## config.mk

```make
export PLATFORM = sky130hd
export DESIGN_NAME = dmt_timer
export DESIGN_NICKNAME = d
export VERILOG_FILES = /design/src/logic/dmt_pkg.sv /design/src/logic/dmt_prescaler.sv /design/src/logic/dmt_timer.sv
export SDC_FILE = /design/constraint.sdc
export NUM_CORES = 1
export LEC_CHECK = 0
export BUFFER_PORTS_ARGS = -buffer_cell sky130_fd_sc_hd__buf_2
export CORE_ASPECT_RATIO = 1.25
export CORE_MARGIN = 1.5
export CORE_UTILIZATION = 65
export CTS_CLUSTER_SIZE = 10
export DETAILED_ROUTE_END_ITERATION = 6
export PLACE_DENSITY = 0.83
export REMOVE_ABC_BUFFERS = 1
export SYNTH_ARGS = -nofsm -noshare
export SYNTH_HDL_FRONTEND = slang
export SYNTH_SLANG_ARGS = --single-unit
```

## constraint.sdc

```tcl
create_clock -name sys_clk -period 5.6 [get_ports sys_clk]
set_input_delay 0.56 -clock sys_clk [delete_from_list [all_inputs] [get_ports sys_clk]]
set_output_delay 0.56 -clock sys_clk [all_outputs]
set_load 0.02 [all_outputs]
```

## src/logic/dmt_pkg.sv

```systemverilog
/*
 * dmt_pkg: register map, field positions, reset values, clock-select codes and prescale
 * counts for the dual mode compare timer.
 * Assumes an 8-bit on-chip register bus with 16-bit byte addresses.
 */
package dmt_pkg;

    // register byte addresses
    localparam logic [15:0] DMT_ADDR_CONTROL        = 16'hffb6;
    localparam logic [15:0] DMT_ADDR_CONTROL_STATUS = 16'hffb7;
    localparam logic [15:0] DMT_ADDR_COUNTER_HIGH   = 16'hffb8;
    localparam logic [15:0] DMT_ADDR_COUNTER_LOW    = 16'hffb9;
    localparam logic [15:0] DMT_ADDR_COMPARE_HIGH   = 16'hffba;
    localparam logic [15:0] DMT_ADDR_COMPARE_LOW    = 16'hffbb;
    localparam logic [15:0] DMT_ADDR_CLOCK_STOP     = 16'hfffa;

    // values after reset and fixed read values
    localparam logic [7:0] DMT_RST_CONTROL        = 8'h00;
    localparam logic [7:0] DMT_RST_CONTROL_STATUS = 8'h00;
    localparam logic [7:0] DMT_RST_COUNTER        = 8'h00;
    localparam logic [7:0] DMT_RST_COMPARE        = 8'hff;
    localparam logic [7:0] DMT_RST_CLOCK_STOP     = 8'hff;
    localparam logic [7:0] DMT_READ_WRITE_ONLY    = 8'hff;
    localparam logic [7:0] DMT_READ_UNMAPPED      = 8'h00;

    // timer_control fields
    localparam int DMT_HIGH_OUTPUT_LEVEL     = 7;
    localparam int DMT_HIGH_CLOCK_SELECT_TOP = 6;
    localparam int DMT_HIGH_CLOCK_SELECT_LSB = 4;
    localparam int DMT_LOW_OUTPUT_LEVEL      = 3;
    localparam int DMT_LOW_CLOCK_SELECT_LSB  = 0;

    // timer_control_status fields
    localparam int DMT_HIGH_OVERFLOW_FLAG       = 7;
    localparam int DMT_HIGH_MATCH_FLAG          = 6;
    localparam int DMT_HIGH_OVERFLOW_IRQ_ENABLE = 5;
    localparam int DMT_HIGH_MATCH_CLEAR_ENABLE  = 4;
    localparam int DMT_LOW_OVERFLOW_FLAG        = 3;
    localparam int DMT_LOW_MATCH_FLAG           = 2;
    localparam int DMT_LOW_OVERFLOW_IRQ_ENABLE  = 1;
    localparam int DMT_LOW_MATCH_CLEAR_ENABLE   = 0;
    localparam logic [7:0] DMT_FLAG_MASK        = 8'hcc;

    // module_clock_stop: this timer's standby bit, 0 = standby
    localparam int DMT_STANDBY_BIT = 2;

    // clock-select encodings
    localparam logic [2:0] DMT_CKS_DIV32  = 3'h4;
    localparam logic [2:0] DMT_CKS_DIV16  = 3'h5;
    localparam logic [2:0] DMT_CKS_DIV4   = 3'h6;
    localparam logic [2:0] DMT_CKS_SUBDIV = 3'h7;

    // prescale ratios
    localparam int DMT_SYS_DIV_MAX = 32;
    localparam int DMT_SYS_DIV_MID = 16;
    localparam int DMT_SYS_DIV_MIN = 4;
    localparam int DMT_SUB_DIV     = 4;

    // pick the counting tick named by a 3-bit clock-select field
    function automatic logic dmt_sel_tick(input logic [2:0] sel,
                                          input logic t32,
                                          input logic t16,
                                          input logic t4,
                                          input logic tw4);
        logic r;
        r = 1'b0;
        if (sel == DMT_CKS_DIV32) begin
            r = t32;
        end else if (sel == DMT_CKS_DIV16) begin
            r = t16;
        end else if (sel == DMT_CKS_DIV4) begin
            r = t4;
        end else if (sel == DMT_CKS_SUBDIV) begin
            r = tw4;
        end
        return r;
    endfunction : dmt_sel_tick

endpackage : dmt_pkg

```

## src/logic/dmt_prescaler.sv

```systemverilog
/*
 * dmt_prescaler: one-cycle counting ticks at the system clock divided by 32, 16 and 4,
 * and at the sub-clock divided by 4.
 * Assumes sub_clk_pin is asynchronous to sys_clk and much slower than it.
 */
`timescale 1ns/1ps
`default_nettype none
module dmt_prescaler
    import dmt_pkg::*;
(
    input  wire logic sys_clk,
    input  wire logic reset_n,
    input  wire logic sys_run,
    input  wire logic sub_clk_pin,
    output logic      tick_div32,
    output logic      tick_div16,
    output logic      tick_div4,
    output logic      tick_subdiv
);

    logic [4:0] sys_count;
    logic [2:0] sub_sync;
    logic       sub_level;
    logic [1:0] sub_count;

    // free-running divider; ticks stop while the system clock is nominally halted
    always_ff @(posedge sys_clk or negedge reset_n) begin
        if (!reset_n) begin
            sys_count <= 5'h00;
        end else if (sys_run) begin
            sys_count <= sys_count + 5'h01;
        end
    end

    assign tick_div32 = sys_run && (sys_count == 5'(DMT_SYS_DIV_MAX - 1));
    assign tick_div16 = sys_run && (sys_count[3:0] == 4'(DMT_SYS_DIV_MID - 1));
    assign tick_div4  = sys_run && (sys_count[1:0] == 2'(DMT_SYS_DIV_MIN - 1)); // RQ18

    // three-stage synchroniser; a level counts once stages two and three agree
    always_ff @(posedge sys_clk or negedge reset_n) begin
        if (!reset_n) begin
            sub_sync  <= 3'h0;
            sub_level <= 1'b0;
        end else begin
            sub_sync <= {sub_sync[1:0], sub_clk_pin};
            if (sub_sync[2] == sub_sync[1]) begin
                sub_level <= sub_sync[2];
            end
        end
    end

    // sub-clock rising edges counted by four; keeps going in low-power modes
    always_ff @(posedge sys_clk or negedge reset_n) begin
        if (!reset_n) begin
            sub_count   <= 2'h0;
            tick_subdiv <= 1'b0;
        end else begin
            tick_subdiv <= 1'b0;
            if (sub_sync[2] == sub_sync[1] && sub_sync[2] && !sub_level) begin
                sub_count <= sub_count + 2'h1;
                if (sub_count == 2'(DMT_SUB_DIV - 1)) begin
                    tick_subdiv <= 1'b1; // RQ19
                end
            end
        end
    end

endmodule : dmt_prescaler
`default_nettype wire

```

## src/logic/dmt_timer.sv

```systemverilog
/*
 * dmt_timer: a 16-bit up-counter with output compare that can split into two 8-bit timers,
 * with overflow and match flags, interrupt request pulses and two toggle output pins.
 * Assumes a single-master 8-bit register bus with one-cycle read and write strobes and an
 * interrupt controller outside that holds the request flags and their enables.
 */
// Contract
// [RQ1] high select top 0: one 16-bit counter
// [RQ2] high select top 1: two independent 8-bit counters
// [RQ3] 16-bit: high counts on low overflow
// [RQ4] 16-bit wrap sets high overflow flag
// [RQ5] 16-bit overflow requests high irq if enabled
// [RQ6] 8-bit: each wrap sets own overflow flag
// [RQ7] 8-bit overflow requests own irq if enabled
// [RQ8] 16-bit match sets high flag and irq
// [RQ9] 8-bit match sets own flag and irq
// [RQ10] 16-bit match clears counter when enabled
// [RQ11] 8-bit match clears own counter when enabled
// [RQ12] 16-bit match toggles high pin; level settable
// [RQ13] 8-bit matches toggle own pins; levels settable
// [RQ14] counters readable, writable; 16-bit via holding register
// [RQ15] compares readable, writable; 16-bit via holding register
// [RQ16] reset clears both counters
// [RQ17] reset sets both compares to all ones
// [RQ18] four clocks: sys/32, sys/16, sys/4, sub/4
// [RQ19] sub-clock source counts in low-power modes
// [RQ20] module standby halts timer independently
// [RQ21] low select: stopped, prohibited, four sources
// [RQ22] flags cleared by write 0 after read 1
// [RQ23] output-level write drives pin immediately
// [RQ24] match toggle inverts current pin level
// [RQ25] standby bit 0 stops counting, keeps registers
`timescale 1ns/1ps
`default_nettype none
module dmt_timer
    import dmt_pkg::*;
(
    input  wire logic        sys_clk,
    input  wire logic        reset_n,
    input  wire logic [15:0] bus_addr,
    input  wire logic        bus_wr,
    input  wire logic        bus_rd,
    input  wire logic [7:0]  bus_wdata,
    output logic      [7:0]  bus_rdata,
    input  wire logic        low_power_mode,
    input  wire logic        sub_clk_pin,
    output logic             high_toggle_pin,
    output logic             low_toggle_pin,
    output logic             high_irq_set,
    output logic             low_irq_set
);

    logic [7:0]  timer_control;
    logic [7:0]  timer_control_status;
    logic [7:0]  module_clock_stop;
    logic [7:0]  counter_high;
    logic [7:0]  counter_low;
    logic [7:0]  compare_high;
    logic [7:0]  compare_low;
    logic [7:0]  hold_temp;
    logic [7:0]  flag_armed;
    logic        match_high_q;
    logic        match_low_q;

    logic        mode16;
    logic        running;
    logic        tick_div32;
    logic        tick_div16;
    logic        tick_div4;
    logic        tick_subdiv;
    logic        low_tick;
    logic        high_tick;
    logic [15:0] combined_counter;
    logic [15:0] combined_compare;
    logic        match_high;
    logic        match_low;
    logic        match_high_evt;
    logic        match_low_evt;
    logic        ovf_high_evt;
    logic        ovf_low_evt;
    logic [7:0]  next_counter_high;
    logic [7:0]  next_counter_low;
    logic [7:0]  flag_set;

    logic        wr_control;
    logic        wr_status;
    logic        wr_cnt_high;
    logic        wr_cnt_low;
    logic        wr_cmp_high;
    logic        wr_cmp_low;
    logic        wr_stop;
    logic        rd_status;

    // write strobes per register and the status read strobe
    assign wr_control  = bus_wr && (bus_addr == DMT_ADDR_CONTROL);
    assign wr_status   = bus_wr && (bus_addr == DMT_ADDR_CONTROL_STATUS);
    assign wr_cnt_high = bus_wr && (bus_addr == DMT_ADDR_COUNTER_HIGH);
    assign wr_cnt_low  = bus_wr && (bus_addr == DMT_ADDR_COUNTER_LOW);
    assign wr_cmp_high = bus_wr && (bus_addr == DMT_ADDR_COMPARE_HIGH);
    assign wr_cmp_low  = bus_wr && (bus_addr == DMT_ADDR_COMPARE_LOW);
    assign wr_stop     = bus_wr && (bus_addr == DMT_ADDR_CLOCK_STOP);
    assign rd_status   = bus_rd && (bus_addr == DMT_ADDR_CONTROL_STATUS);

    // mode and run state
    assign mode16  = !timer_control[DMT_HIGH_CLOCK_SELECT_TOP];  // RQ1 RQ2
    assign running = module_clock_stop[DMT_STANDBY_BIT];          // RQ20 RQ25

    // system-clock ticks are withheld in low-power modes, the sub-clock tick is not
    dmt_prescaler u_prescaler (
        .sys_clk     (sys_clk),
        .reset_n     (reset_n),
        .sys_run     (!low_power_mode),
        .sub_clk_pin (sub_clk_pin),
        .tick_div32  (tick_div32),
        .tick_div16  (tick_div16),
        .tick_div4   (tick_div4),
        .tick_subdiv (tick_subdiv)
    );

    // counting ticks; prohibited select codes behave as stopped
    always_comb begin
        low_tick = running && dmt_sel_tick(
            timer_control[DMT_LOW_CLOCK_SELECT_LSB +: 3],
            tick_div32, tick_div16, tick_div4, tick_subdiv);   // RQ21 RQ19
        if (mode16) begin
            high_tick = low_tick && (counter_low == 8'hff);    // RQ3
        end else begin
            high_tick = running && dmt_sel_tick(
                timer_control[DMT_HIGH_CLOCK_SELECT_LSB +: 3],
                tick_div32, tick_div16, tick_div4, tick_subdiv); // RQ2
        end
    end

    assign combined_counter = {counter_high, counter_low};
    assign combined_compare = {compare_high, compare_low};

    // continuous equality; a match event is the first cycle of equality so pins toggle once
    assign match_high = mode16 ? (combined_counter == combined_compare)
                               : (counter_high == compare_high);  // RQ8 RQ9
    assign match_low  = !mode16 && (counter_low == compare_low);  // RQ9
    assign match_high_evt = match_high && !match_high_q;
    assign match_low_evt  = match_low && !match_low_q;

    always_ff @(posedge sys_clk or negedge reset_n) begin
        if (!reset_n) begin
            match_high_q <= 1'b0;
            match_low_q  <= 1'b0;
        end else begin
            match_high_q <= match_high;
            match_low_q  <= match_low;
        end
    end

    // next counter values and overflow events; a match-clear pre-empts the wrap
    always_comb begin
        next_counter_high = counter_high;
        next_counter_low  = counter_low;
        ovf_high_evt      = 1'b0;
        ovf_low_evt       = 1'b0;
        if (mode16) begin
            if (low_tick) begin
                if (match_high && timer_control_status[DMT_HIGH_MATCH_CLEAR_ENABLE]) begin
                    next_counter_high = 8'h00;                  // RQ10
                    next_counter_low  = 8'h00;
                end else begin
                    {next_counter_high, next_counter_low} = combined_counter + 16'h0001;
                    ovf_high_evt = (combined_counter == 16'hffff); // RQ4
                end
            end
        end else begin
            if (high_tick) begin
                if (match_high && timer_control_status[DMT_HIGH_MATCH_CLEAR_ENABLE]) begin
                    next_counter_high = 8'h00;                  // RQ11
                end else begin
                    next_counter_high = counter_high + 8'h01;
                    ovf_high_evt = (counter_high == 8'hff);     // RQ6
                end
            end
            if (low_tick) begin
                if (match_low && timer_control_status[DMT_LOW_MATCH_CLEAR_ENABLE]) begin
                    next_counter_low = 8'h00;                   // RQ11
                end else begin
                    next_counter_low = counter_low + 8'h01;
                    ovf_low_evt = (counter_low == 8'hff);       // RQ6
                end
            end
        end
    end

    // counters: a cpu write takes precedence over a count in the same cycle
    always_ff @(posedge sys_clk or negedge reset_n) begin
        if (!reset_n) begin
            counter_high <= DMT_RST_COUNTER;                    // RQ16
            counter_low  <= DMT_RST_COUNTER;
        end else if (mode16 && wr_cnt_low) begin
            counter_high <= hold_temp;                          // RQ14
            counter_low  <= bus_wdata;
        end else begin
            if (!mode16 && wr_cnt_high) begin
                counter_high <= bus_wdata;                      // RQ14
            end else if (!(mode16 && wr_cnt_high)) begin
                counter_high <= next_counter_high;
            end
            if (!mode16 && wr_cnt_low) begin
                counter_low <= bus_wdata;
            end else begin
                counter_low <= next_counter_low;
            end
        end
    end

    // compares: in 16-bit mode the high byte waits in the holding register
    always_ff @(posedge sys_clk or negedge reset_n) begin
        if (!reset_n) begin
            compare_high <= DMT_RST_COMPARE;                    // RQ17
            compare_low  <= DMT_RST_COMPARE;
        end else if (mode16) begin
            if (wr_cmp_low) begin
                compare_high <= hold_temp;                      // RQ15
                compare_low  <= bus_wdata;
            end
        end else begin
            if (wr_cmp_high) begin
                compare_high <= bus_wdata;                      // RQ15
            end
            if (wr_cmp_low) begin
                compare_low <= bus_wdata;
            end
        end
    end

    // holding register: high-byte write parks data, high-byte read snapshots the low byte
    always_ff @(posedge sys_clk or negedge reset_n) begin
        if (!reset_n) begin
            hold_temp <= 8'h00;
        end else if (mode16) begin
            if (wr_cnt_high || wr_cmp_high) begin
                hold_temp <= bus_wdata;                         // RQ14 RQ15
            end else if (bus_rd && bus_addr == DMT_ADDR_COUNTER_HIGH) begin
                hold_temp <= counter_low;                       // RQ14
            end else if (bus_rd && bus_addr == DMT_ADDR_COMPARE_HIGH) begin
                hold_temp <= compare_low;                       // RQ15
            end
        end
    end

    // control and standby registers; both keep their contents through standby
    always_ff @(posedge sys_clk or negedge reset_n) begin
        if (!reset_n) begin
            timer_control     <= DMT_RST_CONTROL;
            module_clock_stop <= DMT_RST_CLOCK_STOP;
        end else begin
            if (wr_control) begin
                timer_control <= bus_wdata;
            end
            if (wr_stop) begin
                module_clock_stop <= bus_wdata;                 // RQ25
            end
        end
    end

    // hardware set conditions for the four flags
    always_comb begin
        flag_set = 8'h00;
        flag_set[DMT_HIGH_OVERFLOW_FLAG] = ovf_high_evt;       // RQ4 RQ6
        flag_set[DMT_HIGH_MATCH_FLAG]    = match_high_evt;     // RQ8 RQ9
        flag_set[DMT_LOW_OVERFLOW_FLAG]  = ovf_low_evt;        // RQ6
        flag_set[DMT_LOW_MATCH_FLAG]     = match_low_evt;      // RQ9
    end

    // flags clear only on a 0 write after being read as 1; a set in that cycle wins
    always_ff @(posedge sys_clk or negedge reset_n) begin
        if (!reset_n) begin
            timer_control_status <= DMT_RST_CONTROL_STATUS;
            flag_armed           <= 8'h00;
        end else begin
            if (wr_status) begin
                timer_control_status <= (bus_wdata & ~DMT_FLAG_MASK)
                    | (timer_control_status & DMT_FLAG_MASK
                       & ~(flag_armed & ~bus_wdata))
                    | flag_set;                                 // RQ22
                flag_armed <= 8'h00;
            end else begin
                timer_control_status <= timer_control_status | flag_set;
                if (rd_status) begin
                    flag_armed <= timer_control_status & DMT_FLAG_MASK; // RQ22
                end
            end
        end
    end

    // request pulses to the interrupt controller, which applies its own enables
    always_ff @(posedge sys_clk or negedge reset_n) begin
        if (!reset_n) begin
            high_irq_set <= 1'b0;
            low_irq_set  <= 1'b0;
        end else begin
            high_irq_set <= match_high_evt                     // RQ8 RQ9
                || (ovf_high_evt
                    && timer_control_status[DMT_HIGH_OVERFLOW_IRQ_ENABLE]); // RQ5 RQ7
            low_irq_set  <= match_low_evt                      // RQ9
                || (ovf_low_evt
                    && timer_control_status[DMT_LOW_OVERFLOW_IRQ_ENABLE]);  // RQ7
        end
    end

    // output pins: level write wins over a toggle in the same cycle
    always_ff @(posedge sys_clk or negedge reset_n) begin
        if (!reset_n) begin
            high_toggle_pin <= 1'b0;
            low_toggle_pin  <= 1'b0;
        end else begin
            if (wr_control) begin
                high_toggle_pin <= bus_wdata[DMT_HIGH_OUTPUT_LEVEL]; // RQ23
            end else if (match_high_evt) begin
                high_toggle_pin <= !high_toggle_pin;            // RQ12 RQ24
            end
            if (wr_control) begin
                low_toggle_pin <= bus_wdata[DMT_LOW_OUTPUT_LEVEL];   // RQ23
            end else if (match_low_evt) begin
                low_toggle_pin <= !low_toggle_pin;              // RQ13 RQ24
            end
        end
    end

    // read data, registered; the write-only control register reads as all ones
    always_ff @(posedge sys_clk or negedge reset_n) begin
        if (!reset_n) begin
            bus_rdata <= DMT_READ_UNMAPPED;
        end else if (bus_rd) begin
            if (bus_addr == DMT_ADDR_CONTROL) begin
                bus_rdata <= DMT_READ_WRITE_ONLY;
            end else if (bus_addr == DMT_ADDR_CONTROL_STATUS) begin
                bus_rdata <= timer_control_status;
            end else if (bus_addr == DMT_ADDR_COUNTER_HIGH) begin
                bus_rdata <= counter_high;                      // RQ14
            end else if (bus_addr == DMT_ADDR_COUNTER_LOW) begin
                bus_rdata <= mode16 ? hold_temp : counter_low;  // RQ14
            end else if (bus_addr == DMT_ADDR_COMPARE_HIGH) begin
                bus_rdata <= compare_high;                      // RQ15
            end else if (bus_addr == DMT_ADDR_COMPARE_LOW) begin
                bus_rdata <= mode16 ? hold_temp : compare_low;  // RQ15
            end else if (bus_addr == DMT_ADDR_CLOCK_STOP) begin
                bus_rdata <= module_clock_stop;
            end else begin
                bus_rdata <= DMT_READ_UNMAPPED;
            end
        end
    end

endmodule : dmt_timer
`default_nettype wire

```

==> results of run 1 <==
-- sequential cells by signal (all words and copies together), names as in the netlist, 2 cells and up --
register,cells
timer_control,6
counter_high,8
timer_control_status,8
hold_temp,8
u_prescaler.sys_count,5
counter_low,8
compare_low,8
bus_rdata,8
flag_armed,4
u_prescaler.sub_sync,3
compare_high,8
module_clock_stop,8
u_prescaler.sub_count,2
-- stage by stage --
stage / utilization (%) / power [mW] / worst slack (ps) / hold WS, ps
final: 72.1 / 1.44 / 2650 / 175
after global routing: 72.1 / 1.48 / 2390 / 225
after CTS: 72.1 / 1.44 / 2670 / 199
after detailed placement: 69.1 / 0.894 / 2470 / 356
after global placement: 69.1 / 0.887 / 2470 / 357
after floorplan: - / 0.823 / 3130 / 264
-- synthesized netlist by cell type, drive strengths merged (10+ instances only) --
library cell	n	area (µm²)
o21ai	41	205
xor2	19	181
mux2	39	439
and3	11	73.8
nor2	27	104
dfrtp	68	1700
buf	13	92.6
nand2	44	173
xnor2	10	87.6
nand4	12	81.3
a21o	12	90.1
dfstp	24	631
nor2b	13	81.3
nand3	13	75.1
clkbuf	24	91.3
a21oi	48	240
-- logic make-up after synthesis --
family / Yosys count / share of synthesized area [%]
buf+inv: 42 / 3.64
simple gates: 163 / 18.1
compound gates: 173 / 20.6
flops: 92 / 41.9
mux: 48 / 9.51
xor+xnor: 29 / 4.83
fa+ha+maj: 6 / 1.35
-- layout by cell type, fill, tap and decap left out, types with 3 or more instances in the layout --
cell,synthesis,layout
dfrtp_1,68,68
a21oi_1,48,48
nand2_1,43,43
o21ai_0,41,41
buf_2,8,40
mux2_2,39,39
nor2_1,26,26
dfstp_2,24,24
xor2_1,17,17
nor2b_1,13,13
a21o_1,12,12
nand4_1,11,11
nand3_1,11,11
clkbuf_8,0,11
and3_1,10,10
xnor2_1,10,10
mux2i_1,9,9
o2bb2ai_1,9,9
a221oi_1,8,8
o22ai_1,7,7
and4_1,6,6
a211o_1,6,6
ha_1,6,6
nor4_4,5,5
nor3_1,5,5
and2_1,5,5
inv_1,5,5
o21a_1,5,5
a211oi_1,5,5
a22oi_1,5,5
nand4b_1,4,4
nor4b_1,4,4
a22o_1,4,4
nand2b_1,3,3
o31ai_1,3,3
bufinv_16,0,3
buf_4,1,3
-- layout make-up --
type / count / area share, %
inverters: 5 / 0.314
clock buffers: 12 / 2.60
multi-input cells: 419 / 50.7
flip-flops and latches: 92 / 39.0
repair buffers: 43 / 3.73
clock inverters: 4 / 1.59
well taps: 97 / 2.03
-- path summary, 6_finish.rpt --
check / start / endpoint / slack, ps / depth (start not counted)
max: u_prescaler.sys_count[0] / counter_high[7] / 2650 / 9
min: reset_n / timer_control_status[2] / 180 / 1
max reg2reg: u_prescaler.sys_count[0] / counter_high[7] / 2650 / 9
min reg2reg: u_prescaler.sub_sync[0] / u_prescaler.sub_sync[1] / 370 / 0
max in group asynchronous: reset_n / hold_temp[1] / 4390 / 2
min in group sys_clk: sub_clk_pin / u_prescaler.sub_sync[0] / 290 / 1
-- worst register-to-register path: cells and delay by family (launching register included) --
kind | cells | cell delay [ps]
simple gates | 2 | 360
flops | 1 | 410
compound gates | 5 | 1660
fa+ha+maj | 2 | 430
-- layer usage --
layer  up-vias  wire length, µm
met4         0              670
li1       2091                -
met1      2261             6110
met5         -                0
met3        41             1170
met2       228             7780
-- power breakdown --
part	switching, mW	internal [mW]	total (mW)
registers	0.0282	0.705	0.734
logic	0.0855	0.0627	0.148
clock network	0.234	0.320	0.555
total	0.348	1.09	1.44
==> flow_summary_export.csv, run 1 <==
group,metric,value,unit
yosys,syn_avg_cell_area,10.1,µm²
floorplan,die_h,106,µm
clock_network,cts_max_path_buffers,2,
power,leakage,2.72,nW
critical_path,cp_max_fo,8,
global_route,grt_use_met1,46.8,%
clock_network,clkLatencyLatePin,380,ps
global_route,grt_pass1_wl,25.0,mm
placed_design,place.gp.congestion,0.916,
global_route,antenna_found_initial,0,
routing,post_drt_wl_per_cell,23.4,µm
yosys,syn_inst,553,
routing,avgViaCountPerCell,6.88,
outcome,status,"complete, no violations",
final_layout,fin_cells,672,
clock_network,htreeDepth,3,
power,power.density,240,mW/mm²
yosys,ys_warn_count,0,
sta,setup_viol,0,
global_route,grt_use_total,36.8,%
yosys,yosysUniqueCellTypes,69,
critical_path,start_kind,"flop",
yosys,ys_seq_elements,92,
routing,wl,15.7,mm
yosys,synth_edf_count,0,
global_route,grt_pass1_vias,4568,
critical_path,crit_family,"compound AO/OA/AOI/OAI gates",
final_layout,final_net_count,606,
floorplan,ios,42,
global_route,top_usage_layer,"met2",
critical_path,arrival,3230,ps
critical_path,path_cells,"ha_1 > and3_1 > ha_1 > nor3b_1 > a311oi_1 > o2bb2ai_1 > a21oi_1 > a222oi_1 > o31ai_1",
sta,slew_viol_final,0,
floorplan,die_w,85.8,µm
routing,drtIter0Drc,381,
flow_run,cap_violations,0,
sta,maxClockFrequency,0.339,GHz
sta,min_period,2950,ps
critical_path,end_kind,"flop",
final_layout,finish.instance_area,0.00598,mm²
placed_design,place_area,0.00573,mm²
global_route,grtUsageMet3,4.58,%
yosys,synth-async-reset-ratio,100,%
yosys,syn_area,0.00557,mm²
clock_network,post_cts_resized,0,
sta,fin_crit_sh,52.7,%
critical_path,cpMostUsedCell,"ha_1",
sta,finalClockSkew,9.76,ps
critical_path,critPathBufInv,0,
floorplan,initial_core_util,67.2,%
placed_design,dp_hpwl,11.2,mm
placed_design,dp.cells,656,
floorplan,fp.dieArea,0.00913,mm²
routing,vias,4621,
critical_path,critPathMaxStageDelay,670,ps
final_layout,multi_input_area,0.00303,mm²
routing,ant_nets,0,
critical_path,required,5880,ps
clock_network,post_cts_buffers,0,
min_path,hp-class,"in -> async",
final_layout,synthToLayoutAreaGrowth,7.37,%
sta,finalSetupTns,0,ps
floorplan,rows,37,
clock_network,clk_pin_slew,90,ps
floorplan,core_area,0.00829,mm²
clock_network,cts_hold_buf,0,
global_route,grt_max_degree,53,
sta,worst_pin_slew,873,ps
global_route,grt_overflow,0,
yosys,ys_seq_area_share,41.9,%
clock_network,ctsRootBufferMaster,"clkbuf_8",
final_layout,drive_above_1_share,24.5,%
clock_network,cts_buffers,9,
final_layout,seq_area,0.00233,mm²
sta,maxSlewHeadroom,41.2,%
global_route,use_met2,61.6,%
clock_network,clkSinkCount,92,
sta,rsz0062_at_grt,"no",
sta,hold_viol,0,
placed_design,port_buffers,41,
final_layout,fill_cells,634,
routing,dr.pass1.iters,5,
yosys,synth_ff_type,"dfrtp_1",
critical_path,cp_slowest_cell,"a21oi_1",
critical_path,crit_type,"reg -> reg",
routing,drc,0,
final_layout,antenna_cells,0,
power,peakVddDrop,0.191,mV
clock_network,cts_tree,"built",
Note: power is estimated with default switching activity, not from simulation.
==> run 2, diff against run 1 <==
Settings changed: CORE_UTILIZATION 65 to 61, PLACE_DENSITY 0.83 to 0.79.
Clock period 5.6 ns to 3 ns, I/O delays scaled along.
==> flow_summary_export.csv, run 2 (synthesis results as in run 1) <==
group,metric,value,unit
floorplan,rows,38,
global_route,antenna_found_initial,0,
min_path,hp-class,"in -> async",
clock_network,cts_max_path_buffers,2,
global_route,grt_pass1_wl,25.6,mm
sta,rsz0062_at_grt,"no",
clock_network,clk_pin_slew,90,ps
floorplan,fp.dieArea,0.00971,mm²
sta,fin_crit_sh,92.8,%
critical_path,critPathMaxStageDelay,650,ps
floorplan,die_w,88.4,µm
sta,slew_viol_final,0,
placed_design,dp_hpwl,11.9,mm
critical_path,critPathBufInv,0,
critical_path,cp_slowest_cell,"a211oi_1",
global_route,grt_overflow,0,
sta,finalSetupTns,0,ps
floorplan,ios,42,
sta,worst_pin_slew,847,ps
critical_path,crit_start,"u_prescaler.sys_count[0]",
placed_design,place.gp.congestion,1.03,
clock_network,cts_hold_buf,0,
sta,hold_viol,30,
sta,whs,-27.9,ps
clock_network,clkSinkCount,92,
critical_path,cpMostUsedCell,"ha_1",
final_layout,antenna_cells,0,
global_route,grt_use_total,36.3,%
power,power.density,424,mW/mm²
routing,post_drt_wl_per_cell,22.9,µm
clock_network,cts_tree,"built",
routing,vias,4768,
critical_path,path_cells,"ha_1 > and3_1 > ha_1 > nor3b_1 > a311oi_1 > nor3_4 > o2111ai_1 > a211oi_1 > a21o_1",
clock_network,cts_buffers,9,
clock_network,ctsRootBufferMaster,"clkbuf_8",
routing,avgViaCountPerCell,6.71,
final_layout,mostFrequentLayoutCells,"dfrtp_1, a21oi_1, nand2_1, o21ai_0, buf_2",
clock_network,clkLatencyLatePin,370,ps
power,peakVddDrop,0.429,mV
clock_network,post_cts_buffers,0,
sta,finalClockSkew,13.7,ps
routing,drc,0,
outcome,failed_checks,"hold timing",
outcome,status,"complete, but fails checks",
routing,ant_nets,0,
critical_path,end_kind,"flop",
placed_design,port_buffers,41,
critical_path,required,3310,ps
critical_path,crit_type,"reg -> reg",
critical_path,cp_max_fo,6,
floorplan,initial_core_util,63.6,%
critical_path,start_kind,"flop",
global_route,grt_pass1_vias,4751,
final_layout,final_net_count,622,
sta,setup_viol,0,
sta,maxSlewHeadroom,43.5,%
sta,min_period,2780,ps
power,leakage,2.79,nW
floorplan,core_area,0.00875,mm²
routing,wl,16.3,mm
flow_run,cap_violations,0,
floorplan,die_h,110,µm
final_layout,synthToLayoutAreaGrowth,9.69,%
critical_path,arrival,3100,ps
routing,drtIter0Drc,465,
final_layout,drive_above_1_share,26.4,%
final_layout,layout_commonest_cell,"dfrtp_1",
critical_path,crit_family,"compound AO/OA/AOI/OAI gates",
power,p_total,2.59,mW
sta,maxClockFrequency,0.359,GHz
critical_path,reg2reg_from,"u_prescaler.sys_count[0]",
global_route,grt_max_degree,56,
clock_network,htreeDepth,3,
clock_network,post_cts_resized,0,
routing,dr.pass1.iters,5,
[run 2: worst paths after layout]
path / to / slack (ps) / cells past startpoint
hold / removal: timer_control_status[2] / -30 / 1
max in group asynchronous: compare_low[7] / 2310 / 2
setup reg to reg: high_irq_set / 220 / 9
hold reg to reg: u_prescaler.sub_sync[1] / 370 / 0
setup / recovery: high_irq_set / 220 / 9
min in group sys_clk: u_prescaler.sub_sync[0] / 40 / 1
[run 2: through the flow]
step	instances	setup slack [ps]	cell area, µm²	utilization [%]
finish	711	216	6100	69.8
global route	711	34.3	6100	69.8
global placement	695	356	5890	67.3
detailed placement	695	317	5890	67.3
CTS	711	255	6100	69.8
floorplan	516	533	5380	-
[run 2: layout make-up]
type / count / area, µm²
fillers: 756 / 2640
inverters: 5 / 18.8
flip-flops and latches: 92 / 2330
well taps: 120 / 150
multi-input cells: 419 / 3030
clock inverters: 4 / 72.6
repair buffers: 59 / 355
clock buffers: 12 / 145
[run 2: worst register-to-register path: stages (launching register included)]
cell and delay [ps]:
dfrtp_1 390, ha_1 200, and3_1 220, ha_1 180, nor3b_1 210, a311oi_1 130, nor3_4 320, o2111ai_1 220
a211oi_1 650, a21o_1 200
[run 2: power breakdown]
part	total [mW]	switching, mW	internal (mW)	leakage (nW)
Sequential	1.37	0.0506	1.32	1.12
Combinational	0.290	0.166	0.124	1.55
Clock	0.929	0.437	0.492	0.107
[run 2: routing by layer]
metal | vias to the layer above | part of all wire (%) | wire [µm] | track usage, %
met2 | 255 | 47 | 7610 | 58.1
met5 | - | 0 | 0 | 0
met3 | 78 | 7.8 | 1270 | 7.66
li1 | 2123 | - | - | -
met4 | 0 | 6.5 | 1060 | 21.5
met1 | 2312 | 39 | 6350 | 44.9
